File: src/ahri_defs.svh
// Constants for the converter host readout interface
`ifndef AHRI_DEFS_SVH
`define AHRI_DEFS_SVH

`define AHRI_RES_W        12
`define AHRI_BYTE_W       8
`define AHRI_FIFO_DEPTH   8
`define AHRI_CNT_W        4
`define AHRI_LAST_EDGE    4'hc
`define AHRI_HI_PAD       4'h0
`define AHRI_LO_PAD       5'h00
`define AHRI_LO_OE        5'h1f
`define AHRI_PIN_RST      6'h36
`define AHRI_BUS_OE_ALL   8'hff
`define AHRI_BUS_IDLE     8'h00
`define AHRI_BIT_DOUT     7
`define AHRI_BIT_SCLK     6
`define AHRI_BIT_STRB     5

`endif

File: src/ahri_pkg.sv
// Types shared by the converter host readout interface
package ahri_pkg;
  `include "ahri_defs.svh"

  // Sampled host and clock pins, travelling together
  typedef struct packed {
    logic cs_n;
    logic rd_n;
    logic high_byte_select;
    logic interface_select;
    logic power_down_n;
    logic conv_clk;
  } ahri_pins_t;

  // Data bus pins with their enables
  typedef struct packed {
    logic [`AHRI_BYTE_W-1:0] data;
    logic [`AHRI_BYTE_W-1:0] oe;
  } ahri_bus_t;

  typedef enum logic [1:0] {
    AHRI_IDLE,
    AHRI_ARMED,
    AHRI_CONV,
    AHRI_TAIL
  } ahri_state_t;
endpackage : ahri_pkg

File: src/ahri_fifo.sv
// Result FIFO with a registered head word
`timescale 1ns/100ps
`include "ahri_defs.svh"
module ahri_fifo #(
  parameter int unsigned WIDTH = `AHRI_RES_W,
  parameter int unsigned DEPTH = `AHRI_FIFO_DEPTH
) (
  input  wire logic             core_clk,
  input  wire logic             rst,
  input  wire logic             in_valid,
  output      logic             in_ready,
  input  wire logic [WIDTH-1:0] in_data,
  output      logic             out_valid,
  input  wire logic             out_ready,
  output      logic [WIDTH-1:0] out_data
);
  localparam int unsigned AW = (DEPTH > 1) ? $clog2(DEPTH) : 1;

  // Pointers wrap naturally, so the depth must be a power of two
  if (DEPTH < 2 || (DEPTH & (DEPTH - 1)) != 0) begin : g_bad_depth
    $error("ahri_fifo depth must be a power of two of at least 2");
  end

  logic [WIDTH-1:0] mem_q [DEPTH];
  logic [WIDTH-1:0] head_q;
  logic [AW-1:0]    wr_q, wr_d;
  logic [AW-1:0]    rd_q, rd_d;
  logic [AW:0]      cnt_q, cnt_d;
  logic             fresh_q, fresh_d;
  logic             push;
  logic             pop;

  ////////////////////////////////////////////////////////////////////////////
  // Handshakes
  assign in_ready  = (cnt_q != (AW + 1)'(DEPTH));
  assign out_valid = (cnt_q != '0) && fresh_q;
  assign out_data  = head_q;
  assign push      = in_valid && in_ready;
  assign pop       = out_valid && out_ready;

  // Next pointers; head is stale for a cycle when its slot is being written
  always_comb begin
    wr_d    = push ? wr_q + AW'(1) : wr_q;
    rd_d    = pop ? rd_q + AW'(1) : rd_q;
    cnt_d   = cnt_q + (AW + 1)'(push) - (AW + 1)'(pop);
    fresh_d = !(push && (wr_q == rd_d));
  end

  always_ff @(posedge core_clk) begin
    if (rst) begin
      wr_q    <= '0;
      rd_q    <= '0;
      cnt_q   <= '0;
      fresh_q <= 1'b0;
    end else begin
      wr_q    <= wr_d;
      rd_q    <= rd_d;
      cnt_q   <= cnt_d;
      fresh_q <= fresh_d;
    end
  end

  // Storage and registered read port
  always_ff @(posedge core_clk) begin
    if (push) begin
      mem_q[wr_q] <= in_data;
    end
    head_q <= mem_q[rd_d];
  end
endmodule : ahri_fifo

File: src/ahri_core.sv
// Digital readout and conversion control of the 12-bit converter
`timescale 1ns/100ps
`include "ahri_defs.svh"
// Contract
// Slow-memory: low byte, then zero-padded upper nibble
// ROM: old low, new nibble, new low
// Host reads on clock after busy returns
// Post-busy reads: low byte, then padded nibble
// Select low means serial; chip-select fall samples
// Serial conversion starts on next clock fall
// Output floats until start; leading zero, strobe
// Serial bits change on falling clock edge
// Zeros follow the data until deselect
// Clock output follows the converter clock
// Deselected: serial outputs all float
// Read strobe enables clock output and strobe
// Byte select high: clock runs always
// Idle-low host: two bytes per result
// Idle-high host: zero, twelve bits, three zeros
// Frame host captures after strobe falls
// Frame host word: twelve bits, four zeros
// Host discards first conversion after power-up
// Power-down stops converter, keeps reference
// Busy rises on thirteenth clock fall
// Start needs all three low; no restart
// Result latch holds until next completion
module ahri_core
  import ahri_pkg::*;
#(
  parameter int unsigned FIFO_DEPTH = `AHRI_FIFO_DEPTH
) (
  input  wire logic                   core_clk,
  input  wire logic                   rst,
  input  wire logic                   cs_n,
  input  wire logic                   rd_n,
  input  wire logic                   high_byte_select,
  input  wire logic                   interface_select,
  input  wire logic                   power_down_n,
  input  wire logic                   conv_clk,
  input  wire logic [`AHRI_RES_W-1:0] sar_code,
  output      logic [`AHRI_BYTE_W-1:0] data_out,
  output      logic [`AHRI_BYTE_W-1:0] data_oe,
  output      logic                   busy_n,
  output      logic                   analog_enable
);
  ahri_pins_t              pin_raw;
  ahri_pins_t              pin_s1_q, pin_s2_q, pin_d_q;
  logic [`AHRI_RES_W-1:0]  code_s1_q, code_s2_q;
  ahri_state_t             state_q, state_d;
  logic [`AHRI_CNT_W-1:0]  cnt_q, cnt_d;
  logic [`AHRI_RES_W-1:0]  shift_q, shift_d;
  logic [`AHRI_RES_W-1:0]  res_q, res_d;
  logic [`AHRI_RES_W-1:0]  latch_q, latch_d;
  logic                    dout_q, dout_d;
  logic                    strobe_q, strobe_d;
  ahri_bus_t               bus_q, bus_d;
  logic                    cclk_fall;
  logic                    cs_fall;
  logic                    par_cond, par_cond_prev, par_start;
  logic                    serial;
  logic                    powered;
  logic                    reading;
  logic                    busy;
  logic                    push;
  logic                    fifo_in_ready;
  logic                    fifo_out_valid;
  logic                    fifo_pop;
  logic [`AHRI_RES_W-1:0]  fifo_out_data;
  logic                    sclk_lvl;

  if (FIFO_DEPTH < 2) begin : g_bad_depth
    $error("ahri_core needs a result FIFO of at least 2 words");
  end

  ////////////////////////////////////////////////////////////////////////////
  // Pin synchronisers; only the second stage and its delayed copy are read
  always_comb begin
    pin_raw.cs_n             = cs_n;
    pin_raw.rd_n             = rd_n;
    pin_raw.high_byte_select = high_byte_select;
    pin_raw.interface_select = interface_select;
    pin_raw.power_down_n     = power_down_n;
    pin_raw.conv_clk         = conv_clk;
  end

  always_ff @(posedge core_clk) begin
    if (rst) begin
      pin_s1_q  <= `AHRI_PIN_RST;
      pin_s2_q  <= `AHRI_PIN_RST;
      pin_d_q   <= `AHRI_PIN_RST;
      code_s1_q <= '0;
      code_s2_q <= '0;
    end else begin
      pin_s1_q  <= pin_raw;
      pin_s2_q  <= pin_s1_q;
      pin_d_q   <= pin_s2_q;
      code_s1_q <= sar_code;
      code_s2_q <= code_s1_q;
    end
  end

  // Edge and mode decode on synchronised pins
  assign cclk_fall     = pin_d_q.conv_clk && !pin_s2_q.conv_clk;
  assign cs_fall       = pin_d_q.cs_n && !pin_s2_q.cs_n;
  assign serial        = !pin_s2_q.interface_select;
  assign powered       = pin_s2_q.power_down_n;
  assign par_cond      = !pin_s2_q.cs_n && !pin_s2_q.rd_n && !pin_s2_q.high_byte_select;
  assign par_cond_prev = !pin_d_q.cs_n && !pin_d_q.rd_n && !pin_d_q.high_byte_select;
  assign par_start     = par_cond && !par_cond_prev;
  assign reading       = !pin_s2_q.cs_n && !pin_s2_q.rd_n;
  assign busy          = (state_q == AHRI_CONV);
  assign analog_enable = powered;

  ////////////////////////////////////////////////////////////////////////////
  // Conversion sequencer; a full FIFO holds off new conversions
  always_comb begin
    state_d  = state_q;
    cnt_d    = cnt_q;
    shift_d  = shift_q;
    res_d    = res_q;
    dout_d   = dout_q;
    strobe_d = strobe_q;
    push     = 1'b0;
    case (state_q)
      AHRI_IDLE: begin
        dout_d   = 1'b0;
        strobe_d = 1'b0;
        if (serial && cs_fall && fifo_in_ready) begin
          state_d = AHRI_ARMED;
          res_d   = code_s2_q;
        end else if (!serial && par_start && fifo_in_ready) begin
          state_d = AHRI_CONV;
          cnt_d   = '0;
          res_d   = code_s2_q;
        end
      end
      AHRI_ARMED: begin
        if (pin_s2_q.cs_n) begin
          state_d = AHRI_IDLE;
        end else if (cclk_fall) begin
          state_d  = AHRI_CONV;
          cnt_d    = '0;
          shift_d  = res_q;
          dout_d   = 1'b0;
          strobe_d = 1'b1;
        end
      end
      AHRI_CONV: begin
        // No start branch here: a running conversion cannot restart
        if (cclk_fall) begin
          cnt_d    = cnt_q + `AHRI_CNT_W'(1);
          strobe_d = 1'b0;
          dout_d   = shift_q[`AHRI_RES_W-1];
          shift_d  = {shift_q[`AHRI_RES_W-2:0], 1'b0};
          if (cnt_q == `AHRI_LAST_EDGE) begin
            push    = 1'b1;
            state_d = serial ? AHRI_TAIL : AHRI_IDLE;
          end
        end
      end
      AHRI_TAIL: begin
        dout_d = 1'b0;
        if (pin_s2_q.cs_n) begin
          state_d = AHRI_IDLE;
        end
      end
      default: begin
        state_d = AHRI_IDLE;
      end
    endcase
    // Power-down abandons any conversion in flight
    if (!powered) begin
      state_d  = AHRI_IDLE;
      dout_d   = 1'b0;
      strobe_d = 1'b0;
      push     = 1'b0;
    end
  end

  always_ff @(posedge core_clk) begin
    if (rst) begin
      state_q  <= AHRI_IDLE;
      cnt_q    <= '0;
      shift_q  <= '0;
      res_q    <= '0;
      dout_q   <= 1'b0;
      strobe_q <= 1'b0;
    end else begin
      state_q  <= state_d;
      cnt_q    <= cnt_d;
      shift_q  <= shift_d;
      res_q    <= res_d;
      dout_q   <= dout_d;
      strobe_q <= strobe_d;
    end
  end

  ////////////////////////////////////////////////////////////////////////////
  // Completed results queue up before the output latch
  ahri_fifo #(
    .WIDTH (`AHRI_RES_W),
    .DEPTH (FIFO_DEPTH)
  ) u_fifo (
    .core_clk  (core_clk),
    .rst       (rst),
    .in_valid  (push),
    .in_ready  (fifo_in_ready),
    .in_data   (res_q),
    .out_valid (fifo_out_valid),
    .out_ready (1'b1),
    .out_data  (fifo_out_data)
  );

  // Latch takes each result at once: a slow-memory read held through
  // the conversion must see the new bytes as soon as busy returns
  assign fifo_pop = fifo_out_valid;

  always_comb begin
    latch_d = fifo_pop ? fifo_out_data : latch_q;
  end

  always_ff @(posedge core_clk) begin
    if (rst) begin
      latch_q <= '0;
    end else begin
      latch_q <= latch_d;
    end
  end

  ////////////////////////////////////////////////////////////////////////////
  // Pin driver; clock output mirrors the synchronised converter clock while byte select is high or busy
  assign sclk_lvl = (pin_s2_q.high_byte_select || busy) && pin_s2_q.conv_clk;

  always_comb begin
    bus_d.data = `AHRI_BUS_IDLE;
    bus_d.oe   = `AHRI_BUS_IDLE;
    if (pin_s2_q.cs_n) begin
      bus_d.oe = `AHRI_BUS_IDLE;
    end else if (!serial) begin
      if (!pin_s2_q.rd_n) begin
        bus_d.oe = `AHRI_BUS_OE_ALL;
        if (pin_s2_q.high_byte_select) begin
          bus_d.data = {`AHRI_HI_PAD, latch_q[`AHRI_RES_W-1:`AHRI_BYTE_W]};
        end else begin
          bus_d.data = latch_q[`AHRI_BYTE_W-1:0];
        end
      end
    end else begin
      bus_d.data = {dout_q, sclk_lvl, strobe_q, `AHRI_LO_PAD};
      bus_d.oe   = {(state_q == AHRI_CONV) || (state_q == AHRI_TAIL),
                    !pin_s2_q.rd_n, !pin_s2_q.rd_n, `AHRI_LO_OE};
    end
  end

  always_ff @(posedge core_clk) begin
    if (rst) begin
      bus_q  <= '0;
      busy_n <= 1'b1;
    end else begin
      bus_q  <= bus_d;
      busy_n <= !(state_d == AHRI_CONV);
    end
  end

  assign data_out = bus_q.data;
  assign data_oe  = bus_q.oe;
endmodule : ahri_core

File: config.mk
export PLATFORM = sky130hd
export DESIGN_NAME = ahri_core
export DESIGN_NICKNAME = d
export VERILOG_FILES = /design/src/ahri_pkg.sv /design/src/ahri_fifo.sv /design/src/ahri_core.sv
export VERILOG_INCLUDE_DIRS = /design/src
export SDC_FILE = /design/constraint.sdc
export NUM_CORES = 1
export LEC_CHECK = 0
export BUFFER_PORTS_ARGS = -buffer_cell sky130_fd_sc_hd__buf_4
export CAP_MARGIN = 20
export CORE_UTILIZATION = 61
export DETAILED_ROUTE_END_ITERATION = 10
export PLACE_DENSITY = 0.79
export SYNTH_ARGS = -nofsm -noshare
export SYNTH_HDL_FRONTEND = slang
export SYNTH_HIERARCHICAL = 1
export SYNTH_SLANG_ARGS = --single-unit
export TNS_END_PERCENT = 30
File: constraint.sdc
create_clock -name core_clk -period 3.7 [get_ports core_clk]
set_input_delay 0.74 -clock core_clk [delete_from_list [all_inputs] [get_ports core_clk]]
set_output_delay 0.74 -clock core_clk [all_outputs]
set_load 0.02 [all_outputs]
==> metrics.txt <==
status=completed; largest net degree at the start of global routing=84; Post-Syn Area per Cell=around 12 µm²; Synth area leader=edfxtp_1; Final WS setup=about 0.65 ns; RSZ-0062 raised after global routing=no; area delta synth->final=10.8%; worst path buffer plus inverter count=2; Crit path max-delay family=adder cells; initial DRC count=320; Pwr Density=approximately 520 nW/µm²; Cell Area, Synth=a little over 9000 µm²; # Max-Cap Violations=0; Switching Share=a little under a quarter; CP peak stage delay=between 0.5 and 0.6 ns; Max Fclk=roughly 330 MHz; # Post-CTS Setup Buffers=0; area used by multi-input combinational logic=approximately 3600 µm²; Final Hold Fails=0; CTS Hold Bufs=0; CTS clk-pin slew, worst paths=roughly 0.06 ns; Final Net Count=800; Setup-failing EPs final=0; LEAKAGE=between 3 and 4 nW; HPWL Detailed=roughly 11000 µm; Sequential Power Share=a little under half; CTS Buf Count=22; critical path arrival=between 3 and 4 ns; core area=about 15000 µm²; largest cells by area after synthesis=edfxtp_1 31%, dfxtp_1 26%, mux2i_1 12%; drt wl/cell=between 15 and 20 µm; final core occ=69.6%; # clock sinks=215; min-delay worst type=flop to flop; Post-synth EDFFs=96; CTS Buffer Depth=3; Tcrit/Tclk final=between 80% and 90%; initial antenna violation count=0; worst slew pin tran=slightly below 1 ns; sequential share of the synthesized area=a little under three fifths; vias in the first global route=5700; average vias per placed instance=5.86; first-pass GRT wire length=around 28000 µm; Reg area=between 5000 and 6000 µm²; Pins Over Slew Limit=0; DRT antenna net count=0; Ant. Diodes=0; Syn Inst Count=between 700 and 800; Post-CTS Resized=0; Power Total=~0.0053 W; most used cells in the layout excluding fill and tap cells=118 x dfxtp_1, 113 x mux2i_1, 96 x edfxtp_1; register bit total from synthesis=215; synth warn=6; Fin Setup TNS=0 ns; Fillers=just over 1k; io pins=38; DRC Markers=0; Critical Path Sink Type=flop; commonest non-fill, non-tap cell in the layout=dfxtp_1; routed vias=5674; Die H=~120 µm; clk root buf=clkbuf_16; switching power total=0.00127 W; Placer Congestion=between 0.8 and 0.9; WP data required=approximately 4.1 ns; Synth Flop Type=dfxtp_1; maximum vdd ir drop=403 µV; Clock H-tree levels=1; die area=between 15000 and 20000 µm²; P_int=between 0.004 and 0.005 W; clock skew=around 0.0047 ns; CP Class=flop to flop; crit path cell chain=nand4bb_1, nor2_1, and2_1, a21boi_1, inv_1, ha_1, inv_1, ha_1, fa_1, xnor2_1, nor2_1; share of cells above drive strength 1=approximately a fifth; combinational power share=between 10% and 20%; minimum clock period=slightly above 3 ns; gr ovfl total=0; ys async rst share=0%; Place WS=between 0.6 and 0.7 ns; critical-path maximum fanout=10; synth unique cells=60; Starting Density=between 60% and 70%; clock power share=roughly two fifths; gr usage total=about 23%; TritonRoute pass-1 iters=5; clk_lat worst skew=approximately 0.5 ns; row count=44; Die W=approximately 120 µm; CTS tree=yes; quantity of I/O buffers inserted on ports=37; WL final=roughly 17000 µm; slowest CP cell=dfxtp_1; Slew headroom=a little over a third; startpoint types=flop; post-synth top area share=31.3%
## worst reg2reg max path, cell delays in order, from the launching register on
cell and delay [ns]:
dfxtp_1 0.52, nand4bb_1 0.20, nor2_1 0.20, and2_1 0.14, a21boi_1 0.42, inv_1 0.22, ha_1 0.33, inv_1 0.05
ha_1 0.21, fa_1 0.41, xnor2_1 0.17, nor2_1 0.05
## flip-flops by register name, summed over array words and instances, names as in the netlist, 2 cells and up
register,cells
u_fifo/mem_q,96
code_s1_q,12
code_s2_q,12
latch_q,12
res_q,12
shift_q,12
u_fifo/out_data,12
data_out,8
pin_s1_q,6
pin_s2_q,5
cnt_q,4
pin_d_q,4
u_fifo/cnt_q,4
data_oe,3
u_fifo/rd_q,3
u_fifo/wr_q,3
state_q,2
## cell type report
type / count / area share (%)
clock inverter: 7 / 0.491
clock buffer: 33 / 6.32
tap: 184 / 2.26
sequential: 215 / 51.7
multi-input combinational: 467 / 34.9
inverter: 12 / 0.442
timing repair buffer: 51 / 3.88
## synthesized netlist by cell type, drive strengths merged, types with 2 or more instances
cell type	number
nand2b	9
dfxtp	119
xnor2	4
or3	3
a21o	2
nand2	36
nor2b	64
mux2	24
o22ai	12
or2	10
clkbuf	11
buf	45
edfxtp	96
nor2	49
and2	2
inv	12
ha	10
a21oi	32
nor3	6
mux2i	113
a221o	13
a311oi	2
xor2	5
a211oi	35
o21ai	3
nand3	10
o31ai	2
## per-stage QoR
stage,cell area [µm²],hold slack (ns),instances
3_5_place_dp,9500,0.397,929
3_3_place_gp,9500,0.392,929
6_report,10200,0.406,969
2_1_floorplan,9200,0.389,750
5_1_grt,10200,0.413,969
4_1_cts,10200,0.412,969
## power groups by stage
stage | clock, W | sequential, W | combinational [W]
after floorplan | 0 | 0.00259 | 0.000591
after global placement | 0 | 0.00259 | 0.000669
after detailed placement | 0 | 0.00260 | 0.000697
after CTS | 0.00210 | 0.00255 | 0.000699
after global routing | 0.00221 | 0.00255 | 0.000762
final | 0.00206 | 0.00255 | 0.000695
## final timing paths
| path | from | end | slack (ns) | cells after the start |
|---|---|---|---|---|
| setup / recovery | state_q[1]$_SDFF_PP0_ | u_fifo/cnt_q[2]$_SDFF_PP0_ | 0.65 | 11 |
| hold / removal | pin_s1_q[2]$_SDFF_PP1_ | pin_s2_q[2]$_SDFF_PP1_ | 0.41 | 1 |
| setup reg to reg | state_q[1]$_SDFF_PP0_ | u_fifo/cnt_q[2]$_SDFF_PP0_ | 0.65 | 11 |
| hold reg to reg | pin_s1_q[2]$_SDFF_PP1_ | pin_s2_q[2]$_SDFF_PP1_ | 0.41 | 1 |
## per-layer routing
metal	GRT usage, %	part of all wire, %	wire [µm]	up-vias
li1	-	-	-	2750
met1	28.6	41	7160	2745
met2	40.2	51	8890	137
met3	3.05	4.9	865	42
met4	9.15	3.3	571	0
met5	0	0	0	-
## cell families (layout without fill, tap and decap cells)
group,count (synthesis),after routing,synth area share (%)
AOI/OAI and AO/OA,112,112,9.40
xor gates and xnor gates,9,9,0.857
adders and majority gates,11,11,1.58
buffers and inverters,68,103,4.26
DFF,215,215,57.2
muxes,137,137,15.2
other,1,2,0.0408
and+or+nand+nor,196,196,11.4
No activity file was read; power rests on OpenSTA's default activity.
